===== config.mk =====
export PLATFORM = sky130hd
export DESIGN_NAME = flr_top
export DESIGN_NICKNAME = d
export VERILOG_FILES = /design/src/core/flr_pkg.sv /design/src/core/flr_hyst.sv /design/src/core/flr_top.sv
export VERILOG_INCLUDE_DIRS = /design/src /design/src/core
export SDC_FILE = /design/constraint.sdc
export NUM_CORES = 2
export LEC_CHECK = 0
export BUFFER_PORTS_ARGS = -buffer_cell sky130_fd_sc_hd__buf_2
export CORE_AREA = 2 2 390 392
export DETAILED_ROUTE_END_ITERATION = 7
export DIE_AREA = 0 0 392 394
export PLACE_DENSITY = 0.44
export SYNTH_ARGS = -nofsm -noshare
export SYNTH_HDL_FRONTEND = slang
export SYNTH_SLANG_ARGS = --single-unit

===== constraint.sdc =====
create_clock -name clk -period 9.75 [get_ports clk]
set_clock_uncertainty 0.2 [all_clocks]
set_input_delay 1.95 -clock clk [delete_from_list [all_inputs] [get_ports clk]]
set_output_delay 1.95 -clock clk [all_outputs]
set_load 0.02 [all_outputs]

===== src/core/flr_params.svh =====
// Constants of the switchable port load relay control: counts, widths, encodings.
// Assumes it is included by bare name from the package and the design modules.
`ifndef FLR_PARAMS_SVH
`define FLR_PARAMS_SVH

`define FLR_NC 3
`define FLR_VW 16
`define FLR_SOCW 8
`define FLR_TW 17
`define FLR_CW 16
`define FLR_NPWR 16
`define FLR_PSW 4
`define FLR_NPHASE 7
`define FLR_NCMD 7
`define FLR_CMDW 3
`define FLR_WDW 3
`define FLR_CNT_ZERO 16'h0000
`define FLR_CNT_ONE 16'h0001
`define FLR_CNT_MAX 16'hffff
`define FLR_MAX_OFF 16'hffff
`define FLR_WD_TOP 3'h6
`define FLR_CMD_NONE 3'h0
`define FLR_CMD_ONE 3'h1
`define FLR_ALM_ERR 2'h1
`define FLR_ALM_WRN 2'h2

`endif


===== src/core/flr_pkg.sv =====
// Types shared by the load relay control modules.
// Assumes the constants header sits beside it on the include path.
`include "flr_params.svh"

package flr_pkg;

	typedef enum logic [1:0] {
		FLR_MODE_OFF,
		FLR_MODE_ON,
		FLR_MODE_AUTO
	} flr_mode_t;

	typedef enum logic [3:0] {
		FLR_COND_BATT_V,
		FLR_COND_SOC,
		FLR_COND_TEMP,
		FLR_COND_CHG_PHASE,
		FLR_COND_AC_POWER,
		FLR_COND_GRID_EXCESS,
		FLR_COND_SOLAR_EXCESS,
		FLR_COND_SCHEDULE,
		FLR_COND_ON_SOURCE,
		FLR_COND_OFF_SOURCE,
		FLR_COND_CMD_INPUT,
		FLR_COND_ALARM
	} flr_cond_t;

	typedef enum logic [2:0] {
		FLR_PH_NONE,
		FLR_PH_BULK,
		FLR_PH_RED_FLOAT,
		FLR_PH_FLOAT,
		FLR_PH_PER_ABS,
		FLR_PH_ABS,
		FLR_PH_EQUAL
	} flr_phase_t;

endpackage


===== src/core/flr_hyst.sv =====
// Two-threshold hysteresis on one signed measurement, evaluated on the tick.
// Assumes a single clock, tick and enable shared with the instantiating block.
`timescale 1ns/1ps
`include "flr_params.svh"

module flr_hyst import flr_pkg::*; (
	input wire logic clk,
	input wire logic rst_n,
	input wire logic ce,
	input wire logic tick,
	input wire logic clr,
	input wire logic [`FLR_VW-1:0] value,
	input wire logic [`FLR_VW-1:0] act_th,
	input wire logic [`FLR_VW-1:0] deact_th,
	output logic state
);
	logic inv;
	logic hit_set;
	logic hit_clr;

	// Activation above deactivation turns the sense round.
	assign inv = $signed(act_th) > $signed(deact_th);
	assign hit_set = inv ? ($signed(value) >= $signed(act_th)) : ($signed(value) <= $signed(act_th));
	assign hit_clr = inv ? ($signed(value) <= $signed(deact_th)) : ($signed(value) >= $signed(deact_th));

	// Set is checked first so equal thresholds never leave the output dead.
	always_ff @(posedge clk or negedge rst_n) begin
		if (!rst_n) begin
			state <= 1'b0;
		end else if (ce) begin
			if (clr) begin
				state <= 1'b0;
			end else if (tick) begin
				if (hit_set) begin
					state <= 1'b1;
				end else if (hit_clr) begin
					state <= 1'b0;
				end
			end
		end
	end
endmodule


===== src/core/flr_top.sv =====
// Load relay control of the switchable port: three phase contacts and the neutral.
// Assumes measurements, status flags, time of day and a one-second tick come in synchronous to clk.
// Function
// - Three phase contacts, each with its own mode and condition settings.
// - Neutral contact closes while any phase contact is closed.
// - Manual off keeps the contact open; open also under reset.
// - Manual on keeps the contact closed whatever the conditions when the port is a load; a source port stays open.
// - In automatic mode one selected condition drives each contact.
// - Battery voltage condition sets and clears on two thresholds, holds between.
// - Charge level condition uses the same two-threshold hysteresis.
// - Battery temperature condition uses two-threshold hysteresis.
// - Charge phase condition is true when the phase is in the selected set.
// - AC power condition picks one of sixteen measurements with hysteresis.
// - Grid export condition applies hysteresis to exported power.
// - Solar excess condition is true while any solar converter is limited.
// - Schedule condition is true only inside the daily time window.
// - On-source condition is true while an external source is connected.
// - Off-source condition is true while running without an external source.
// - Command input condition follows the selected command input.
// - Alarm condition is true while a selected alarm is present.
// - Source or load use of the port is fixed at configuration.
// - Most conditions may pass through an optional temporal restriction stage.
// - Activation above deactivation threshold inverts the hysteresis sense.
// - Output changes only after the condition held for the minimum delay.
// - After maximum on time the output locks off until condition clears.
// - Allowed weekdays are a seven-bit mask, Monday on top, Sunday lowest.
`timescale 1ns/1ps
`include "flr_params.svh"

module flr_top import flr_pkg::*; (
	input wire logic clk,
	input wire logic rst_n,
	input wire logic ce,
	input wire logic tick,
	input wire logic port_is_load,
	input wire flr_mode_t [`FLR_NC-1:0] mode,
	input wire flr_cond_t [`FLR_NC-1:0] cond,
	input wire logic [`FLR_NC-1:0][`FLR_VW-1:0] act_th,
	input wire logic [`FLR_NC-1:0][`FLR_VW-1:0] deact_th,
	input wire logic [`FLR_NC-1:0][`FLR_PSW-1:0] power_sel,
	input wire logic [`FLR_NC-1:0][`FLR_NPHASE-1:0] phase_mask,
	input wire logic [`FLR_NC-1:0][`FLR_CMDW-1:0] cmd_index,
	input wire logic [`FLR_NC-1:0][1:0] alarm_sel,
	input wire logic [`FLR_NC-1:0][`FLR_TW-1:0] sched_start,
	input wire logic [`FLR_NC-1:0][`FLR_TW-1:0] sched_end,
	input wire logic [`FLR_NC-1:0] temporal_en,
	input wire logic [`FLR_NC-1:0][`FLR_CW-1:0] act_min_delay,
	input wire logic [`FLR_NC-1:0][`FLR_CW-1:0] deact_min_delay,
	input wire logic [`FLR_NC-1:0][`FLR_CW-1:0] act_min_time,
	input wire logic [`FLR_NC-1:0][`FLR_CW-1:0] deact_min_time,
	input wire logic [`FLR_NC-1:0][`FLR_CW-1:0] act_max_time,
	input wire logic [`FLR_NC-1:0][`FLR_TW-1:0] hour_allow1,
	input wire logic [`FLR_NC-1:0][`FLR_TW-1:0] hour_allow2,
	input wire logic [`FLR_NC-1:0][`FLR_NPHASE-1:0] weekday_allowed,
	input wire logic [`FLR_VW-1:0] batt_voltage,
	input wire logic [`FLR_SOCW-1:0] batt_soc,
	input wire logic [`FLR_VW-1:0] batt_temp,
	input wire logic [`FLR_NPWR-1:0][`FLR_VW-1:0] ac_power,
	input wire logic [`FLR_VW-1:0] grid_export_power,
	input wire flr_phase_t charge_phase,
	input wire logic solar_limited,
	input wire logic on_source,
	input wire logic inverter_on,
	input wire logic [`FLR_NCMD-1:0] cmd_inputs,
	input wire logic alarm_error,
	input wire logic alarm_warning,
	input wire logic [`FLR_TW-1:0] time_of_day,
	input wire logic [`FLR_WDW-1:0] weekday,
	output logic [`FLR_NC-1:0] phase_contact,
	output logic neutral_contact,
	output logic port_load_mode,
	output logic [`FLR_NC-1:0] contact_locked
);

	function automatic logic in_window(
		input logic [`FLR_TW-1:0] t,
		input logic [`FLR_TW-1:0] a,
		input logic [`FLR_TW-1:0] b
	);
		logic r;
		r = 1'b1;
		if (a < b) begin
			r = (t >= a) && (t < b);
		end else if (a > b) begin
			r = (t >= a) || (t < b);
		end
		return r;
	endfunction

	function automatic logic [`FLR_CW-1:0] sat_inc(input logic [`FLR_CW-1:0] c);
		logic [`FLR_CW-1:0] r;
		r = c;
		if (c != `FLR_CNT_MAX) begin
			r = c + `FLR_CNT_ONE;
		end
		return r;
	endfunction

	logic cfg_done;
	logic [`FLR_NC-1:0][`FLR_VW-1:0] hval;
	logic [`FLR_NC-1:0] hclr;
	logic [`FLR_NC-1:0] hstate;
	logic [`FLR_NC-1:0] raw;
	logic [`FLR_NC-1:0] auto_on;
	logic [`FLR_NC-1:0] bypass;
	logic [`FLR_NC-1:0] allowed;
	logic [`FLR_NC-1:0] eff;
	logic [`FLR_NC-1:0] tout;
	logic [`FLR_NC-1:0] locked;
	logic [`FLR_NC-1:0][`FLR_CW-1:0] dly;
	logic [`FLR_NC-1:0][`FLR_CW-1:0] tim;
	logic [`FLR_NC-1:0] next_contact;

	// The port role is caught once after reset and never follows the pin again,
	// so a live change cannot turn a source input into a switched load.
	always_ff @(posedge clk or negedge rst_n) begin
		if (!rst_n) begin
			cfg_done <= 1'b0;
			port_load_mode <= 1'b0;
		end else if (ce && !cfg_done) begin
			cfg_done <= 1'b1;
			port_load_mode <= port_is_load;
		end
	end

	genvar i;
	generate
		for (i = 0; i < `FLR_NC; i++) begin : g_contact
			assign auto_on[i] = port_load_mode && (mode[i] == FLR_MODE_AUTO);
			assign hclr[i] = !auto_on[i];
			assign bypass[i] = !temporal_en[i] || (cond[i] == FLR_COND_SCHEDULE);
			assign allowed[i] = in_window(time_of_day, hour_allow1[i], hour_allow2[i])
				&& weekday_allowed[i][`FLR_WD_TOP - weekday];
			assign eff[i] = raw[i] && allowed[i] && !locked[i];

			always_comb begin
				case (cond[i])
					FLR_COND_SOC: hval[i] = {{(`FLR_VW - `FLR_SOCW){1'b0}}, batt_soc};
					FLR_COND_TEMP: hval[i] = batt_temp;
					FLR_COND_AC_POWER: hval[i] = ac_power[power_sel[i]];
					FLR_COND_GRID_EXCESS: hval[i] = grid_export_power;
					default: hval[i] = batt_voltage;
				endcase
			end

			flr_hyst u_hyst (
				.clk(clk),
				.rst_n(rst_n),
				.ce(ce),
				.tick(tick),
				.clr(hclr[i]),
				.value(hval[i]),
				.act_th(act_th[i]),
				.deact_th(deact_th[i]),
				.state(hstate[i])
			);

			// Exactly one condition is chosen per contact by the selector.
			always_comb begin
				case (cond[i])
					FLR_COND_BATT_V,
					FLR_COND_SOC,
					FLR_COND_TEMP,
					FLR_COND_AC_POWER,
					FLR_COND_GRID_EXCESS: raw[i] = hstate[i];
					FLR_COND_CHG_PHASE: raw[i] = phase_mask[i][charge_phase];
					FLR_COND_SOLAR_EXCESS: raw[i] = solar_limited;
					FLR_COND_SCHEDULE: raw[i] = in_window(time_of_day, sched_start[i], sched_end[i]);
					FLR_COND_ON_SOURCE: raw[i] = on_source;
					FLR_COND_OFF_SOURCE: raw[i] = inverter_on && !on_source;
					FLR_COND_CMD_INPUT: raw[i] = (cmd_index[i] != `FLR_CMD_NONE)
						&& cmd_inputs[cmd_index[i] - `FLR_CMD_ONE];
					FLR_COND_ALARM: begin
						case (alarm_sel[i])
							`FLR_ALM_ERR: raw[i] = alarm_error;
							`FLR_ALM_WRN: raw[i] = alarm_warning;
							default: raw[i] = alarm_error || alarm_warning;
						endcase
					end
					default: raw[i] = 1'b0;
				endcase
			end

			// Temporal stage. Counters run in ticks and saturate rather than wrap,
			// so a very long wait never looks like a short one.
			always_ff @(posedge clk or negedge rst_n) begin
				if (!rst_n) begin
					tout[i] <= 1'b0;
					locked[i] <= 1'b0;
					dly[i] <= `FLR_CNT_ZERO;
					tim[i] <= `FLR_CNT_ZERO;
				end else if (ce) begin
					if (!auto_on[i]) begin
						tout[i] <= 1'b0;
						locked[i] <= 1'b0;
						dly[i] <= `FLR_CNT_ZERO;
						tim[i] <= `FLR_CNT_ZERO;
					end else if (tick) begin
						if (!raw[i]) begin
							locked[i] <= 1'b0;
						end
						if (bypass[i]) begin
							tout[i] <= raw[i];
							locked[i] <= 1'b0;
							dly[i] <= `FLR_CNT_ZERO;
							tim[i] <= `FLR_CNT_ZERO;
						end else if (tout[i]) begin
							tim[i] <= sat_inc(tim[i]);
							if (act_max_time[i] != `FLR_MAX_OFF && tim[i] >= act_max_time[i]) begin
								tout[i] <= 1'b0;
								locked[i] <= raw[i];
								dly[i] <= `FLR_CNT_ZERO;
								tim[i] <= `FLR_CNT_ZERO;
							end else if (!eff[i]) begin
								if (dly[i] >= deact_min_delay[i] && tim[i] >= act_min_time[i]) begin
									tout[i] <= 1'b0;
									dly[i] <= `FLR_CNT_ZERO;
									tim[i] <= `FLR_CNT_ZERO;
								end else begin
									dly[i] <= sat_inc(dly[i]);
								end
							end else begin
								dly[i] <= `FLR_CNT_ZERO;
							end
						end else begin
							tim[i] <= sat_inc(tim[i]);
							if (eff[i]) begin
								if (dly[i] >= act_min_delay[i] && tim[i] >= deact_min_time[i]) begin
									tout[i] <= 1'b1;
									dly[i] <= `FLR_CNT_ZERO;
									tim[i] <= `FLR_CNT_ZERO;
								end else begin
									dly[i] <= sat_inc(dly[i]);
								end
							end else begin
								dly[i] <= `FLR_CNT_ZERO;
							end
						end
					end
				end
			end

			always_comb begin
				case (mode[i])
					FLR_MODE_ON: next_contact[i] = port_load_mode;
					FLR_MODE_AUTO: next_contact[i] = port_load_mode && tout[i];
					default: next_contact[i] = 1'b0;
				endcase
			end
		end
	endgenerate

	// Contacts and neutral come from the same next value, so the neutral never
	// lags or leads the phases by a cycle.
	always_ff @(posedge clk or negedge rst_n) begin
		if (!rst_n) begin
			phase_contact <= '0;
			neutral_contact <= 1'b0;
			contact_locked <= '0;
		end else if (ce) begin
			phase_contact <= next_contact;
			neutral_contact <= |next_contact;
			contact_locked <= locked;
		end
	end

	generate
		for (i = 0; i < `FLR_NC; i++) begin : g_chk

		end
	endgenerate
endmodule


Word level (Yosys, flattened, before mapping)
Cells that the tools add are included.
- input port bits: 982
- logic and storage cells: 392
- flip-flop bits (word level): 114
- output and inout bits: 8
- muxes and demuxes: 171
- order comparisons: 62
- add/subtract/negate cells: 10
- equal/unequal tests: 60
- reduce and logical (&&, ||, !) cells: 69
- operator list (kind ; number):
    $mux W16 ; 63
    $ge A16 B16 Y1 ; 21
    $lt A17 B17 Y1 ; 12
    $bmux W16 S4 ; 3
    $pmux W16 S4 ; 3
    $ne A16 B16 Y1 const B ; 9
    $ge A17 B17 Y1 ; 6
    $gt A17 B17 Y1 ; 6
    $add A16 B1 Y16 const B ; 6
    $le A16 B16 Y1 ; 6
    $mux W1 ; 84
    $eq A4 B3 Y1 const B ; 12
    $eq A4 B4 Y1 const B ; 12
    $gt A16 B16 Y1 ; 3
    $logic_and A1 B1 Y1 ; 35
    $bmux W1 S3 ; 9
    $eq A4 B2 Y1 const B ; 6
    $pmux W1 S8 ; 3
    $lt A3 B4 Y1 const B ; 5
    $lt A4 B5 Y1 const B ; 3
    $reduce_or A5 Y1 ; 3
    $eq A2 B1 Y1 const B ; 6
    $eq A2 B2 Y1 const B ; 6
    $eq A4 B1 Y1 const B ; 3
    12 further kinds ; 47

Longest topological paths before layout
- word-level depth: 13
- depth in mapped cells: 20
- depth with buffers taken out: 18

Cells and area by module
Synthesis repeated with hierarchy kept, for this count alone.
- cells, all modules: 3658
- area total of the unflattened synthesis: 31236.2 um^2
- modules (own cells, without submodules) (module ; seq. area each (um^2) ; cells an instance ; instances ; area an instance (um^2)):
    flr_top ; 2777.7 ; 3136 ; 1 ; 27317.4
    flr_hyst ; 25.0 ; 174 ; 3 ; 1306.3

Least setup slack after synthesis
OpenSTA, ideal clock, no wires.
- path type: input to register
- start point: in power_sel[4] (netlist bit)
- end point: reg g_contact[1].u_hyst.state
- setup slack: 3.493 ns
- setup time: 0.096 ns
- buffers on the path: 2
- arrival time: 5.961 ns
- data required time: 9.454 ns
- stages: 18
- path through: clkbuf_1 > buf_1 > mux4_2 > mux4_2 > nand2_1 > nand2_1 > ha_1 > a21o_1 > a21o_1 > a21o_1 > a21o_1 > a21oi_1 > nor2_1 > a211oi_1 > mux2i_1 > xor2_1 > a31oi_1 > o31ai_1
- longest elaborated chain between the ends: 8
- elaborated cells between the ends (all ways): 14
- those cells by class: 4 x order compare; 1 x eq/ne; 8 x mux; 1 x reduce/logical
- RTL lines (element ; line ; RTL):
    from (decl) ; flr_top.sv:40 ; input wire logic [`FLR_NC-1:0][`FLR_PSW-1:0] power_sel,
    $bmux W16 S4 (*) ; flr_top.sv:140 ; FLR_COND_AC_POWER: hval[i] = ac_power[power_sel[i]];
    $mux W16 (implied by the code) (*) ; flr_top.sv:140 ;
    $pmux W16 S4 (*) ; flr_top.sv:137 ; case (cond[i])
    $le A16 B16 Y1 / $ge A16 B16 Y1 (equally long branches) ; flr_hyst.sv:23 ; assign hit_set = inv ? ($signed(value) >= $signed(act_th)) : ($signed(value) <= $signed(act_th));
    $mux W1 ; flr_hyst.sv:23 ;
    $mux W1 ; flr_hyst.sv:34 ; if (hit_set) begin
    $mux W1 ; flr_hyst.sv:33 ; end else if (tick) begin
    $mux W1 ; flr_hyst.sv:31 ; if (clr) begin
    to (signal assigned) ; flr_hyst.sv:32 ; state <= 1'b0;
    to (signal assigned) ; flr_hyst.sv:35 ; state <= 1'b1;
    to (signal assigned) ; flr_hyst.sv:37 ; state <= 1'b0;
    to (decl) ; flr_hyst.sv:15 ; output logic state
Every way passes the cells marked *; elsewhere a longest branch is shown, timed or not. The select of a mux whose other input is x is not followed.
A chain may end at the register's enable or synchronous reset.

Final worst setup path
Ends and elaborated chain as after synthesis.

==> results by group <==
Synth
  • Cell variety after synth: 93
  • Post-synth EDFFs: 0
  • Synth Register Bits: 114
  • Ys flop type: dfrtp_1
  • Post-Syn Area per Cell: 8.52 µm²
  • Mapped cell area: 31,100 µm²
  • Post-Syn Instances: 3,650
  • Top cells by area, synth: ha_1 (29%), mux4_2 (18%), dfrtp_1 (9.2%)
  • Async S/R FF share, synth: 1.00
  • Ys Warns: 0
  • Register area share after synthesis: 0.0917
  • Post-synth top area share: 0.285
  • Synth Net Count: 5,341
  • Largest area contributor in the synthesized netlist: ha_1

Drt
  • Vias: 33,047
  • DRT Pass-1 Iters: 8
  • WL final: 164 mm
  • Avg WL per Cell: 24.6 µm
  • Iter 0 DRT Violations: 2,382
  • Final ANT Viol Nets: 0
  • Drt drc: 26
  • Vias per cell: 4.94

CTS
  • CTS Buffer Depth: 2
  • Total CTS buffers: 17
  • Setup Buffers After CTS: 0
  • CTS Hold Buffers Added: 0
  • Worst skew pair latency: 0.48 ns
  • Clk slew on worst S/H paths: 0.07 ns
  • Root Buffer: clkbuf_16
  • H-tree levels: 4
  • Post-CTS Resized: 0
  • CTS tree: done
  • CTS sink cnt: 114

STA
  • Worst Tran Pin Value: 1.02 ns
  • Fmax: 156 MHz
  • Worst slew margin: 0.321
  • Final Cycle Share: 0.656
  • Final hold vios: 0
  • Final setup TNS: 0 ns
  • WHS: 0.281 ns
  • Unrepaired setup endpoints after global routing: false
  • Final Max Tran Viols: 0
  • Final Critical Period: 6.40 ns
  • # setup viols final: 0
  • Setup WS post-layout: 3.35 ns

Placement
  • Post-Place Worst Slack: 2.82 ns
  • Detailed placement HPWL: 144 mm
  • Global placement routability congestion: 0.966
  • IO buf count: 989

Floorplan
  • Ports: 990
  • Die area: 154,000 µm²
  • Site Rows: 143
  • Initial Util: 0.207
  • Die H: 394 µm
  • Die W: 392 µm
  • Core Area: 151,000 µm²

Global routing
  • Vias in the first global route: 33,628
  • Initial antenna violation count: 116
  • Met3 GRT Util: 0.0317
  • GR Layer Usage met2: 0.387
  • Busiest grt layer: met2
  • GRT Total Usage: 0.206
  • First-pass GRT wire length: 231 mm
  • Total grt overflow: 0
  • Largest net degree at the start of global routing: 65
  • Met1 Resource Use GR: 0.222

Hold path
  • Hold path cells: 1
  • Worst Hold Class: register to register

Power and ir drop
  • Final Power: 2.55 mW
  • Peak supply drop: 0.0945 mV
  • Leakage: 20.4 nW
  • Pwr Density: 65.0 nW/µm²
  • Flop pwr share: 0.189
  • Net Sw Frac: 0.407
  • Switching power: 1.04 mW
  • Combinational Power Share: 0.546
  • Clock power share: 0.265
  • Int Pwr: 1.51 mW

Layout
  • Area Growth Syn to Fin: 25.9%
  • Share of layout cells above drive strength 1: 0.294
  • Most frequent cells in the layout: buf_2 (985), ha_1 (709), inv_1 (587)
  • Most common cell after layout, fill and taps aside: buf_2
  • Fin nets: 6,266

Job
  • Max Cap Viol: 0

Setup path
  • FF-to-FF path depth: 12
  • Crit path kind: primary input to register
  • CP Data Arrival Time: 6.59 ns
  • Maximum fanout along the worst path: 45
  • Startpoint Class: primary input
  • Crit path required time: 9.94 ns
  • Setup slack, reg-to-reg: 5.38 ns
  • Setup crit end kind: register

Outcome
  • Violated checks: design-rule violations
  • Outcome: complete, but fails checks
[path summary, 6_finish.rpt]
check,from,end
min reg2reg,phase_contact[2],phase_contact[2]
min,phase_contact[2],phase_contact[2]
min in group asynchronous,rst_n,tim[15]
max,power_sel[4],g_contact[1].u_hyst.state
max reg2reg,dly[40],dly[36]
max in group asynchronous,rst_n,dly[27]
[per-stage QoR]
step / util / cell area, µm² / cells
global route: 0.260 / 39100 / 6677
detailed placement: 0.255 / 38400 / 6586
CTS: 0.259 / 39000 / 6617
finish: 0.260 / 39200 / 6689
floorplan: - / 31100 / 3650
global placement: 0.255 / 38400 / 6586
[routing by layer]
layer / up-vias / part of all wire
met5: - / 0.0010
met3: 279 / 0.052
met2: 1181 / 0.53
met4: 26 / 0.047
met1: 15849 / 0.37
li1: 15712 / -
[critical path: stages]
cell and delay, ns:
buf_4 0.66, buf_4 0.50, mux4_2 0.55, mux4_2 0.51, nand2_1 0.09, nand2_1 0.09, ha_1 0.33, nor2b_1 0.13
o21a_1 0.16, o21ai_0 0.20, nand2b_1 0.09, a21oi_1 0.16, o21ai_0 0.09, a211oi_1 0.30, mux2i_1 0.27, xor2_1 0.17
a31oi_1 0.07, o31ai_1 0.21
[state kept, by name (all words and copies together) (netlist names)]
signal and cells:
port_load_mode 1, tout 3, tim 48, cfg_done 1, locked 3, dly 48
contact_locked 3, g_contact.u_hyst.state 3, neutral_contact 1, phase_contact 3
[power by group through the flow]
stage,registers (mW),logic [mW],clock network [mW]
6_report,0.482,1.39,0.675
5_1_grt,0.483,1.54,0.724
4_1_cts,0.483,1.41,0.703
3_5_place_dp,0.491,1.40,0
3_3_place_gp,0.491,1.39,0
2_1_floorplan,0.490,0.779,0
[synth_stat cells, types with 43 or more instances]
master / instances
nor2_1: 174
nand3_1: 136
a21o_1: 115
dfrtp_1: 114
mux4_2: 247
ha_1: 709
a21oi_1: 248
nand2_1: 264
inv_1: 587
clkbuf_1: 70
a222oi_1: 48
nor3_1: 43
o21ai_0: 164
nand4_1: 114
[final cells by class]
cell class / count / area (µm²)
Fill cell: 16680 / 111000
Multi-Input combinational cell: 2832 / 25600
Timing Repair Buffer: 1022 / 5210
Sequential cell: 114 / 2850
Tap cell: 2030 / 2540
Inverter: 588 / 2210
Clock buffer: 18 / 439
Antenna cell: 72 / 180
Clock inverter: 13 / 160
[kinds of logic (layout without fill, tap and decap cells)]
family	count (synthesis)	after routing	synth area share
AO/OA/AOI/OAI	880	880	0.187
buffers and inverters	704	1641	0.0879
multiplexers	281	281	0.191
AND/OR/NAND/NOR	946	946	0.153
adder cells (fa/ha/maj)	709	709	0.285
flip-flops	114	114	0.0917
XOR/XNOR	16	16	0.00475
other	0	72	0
(Power assumes the default switching activity.)
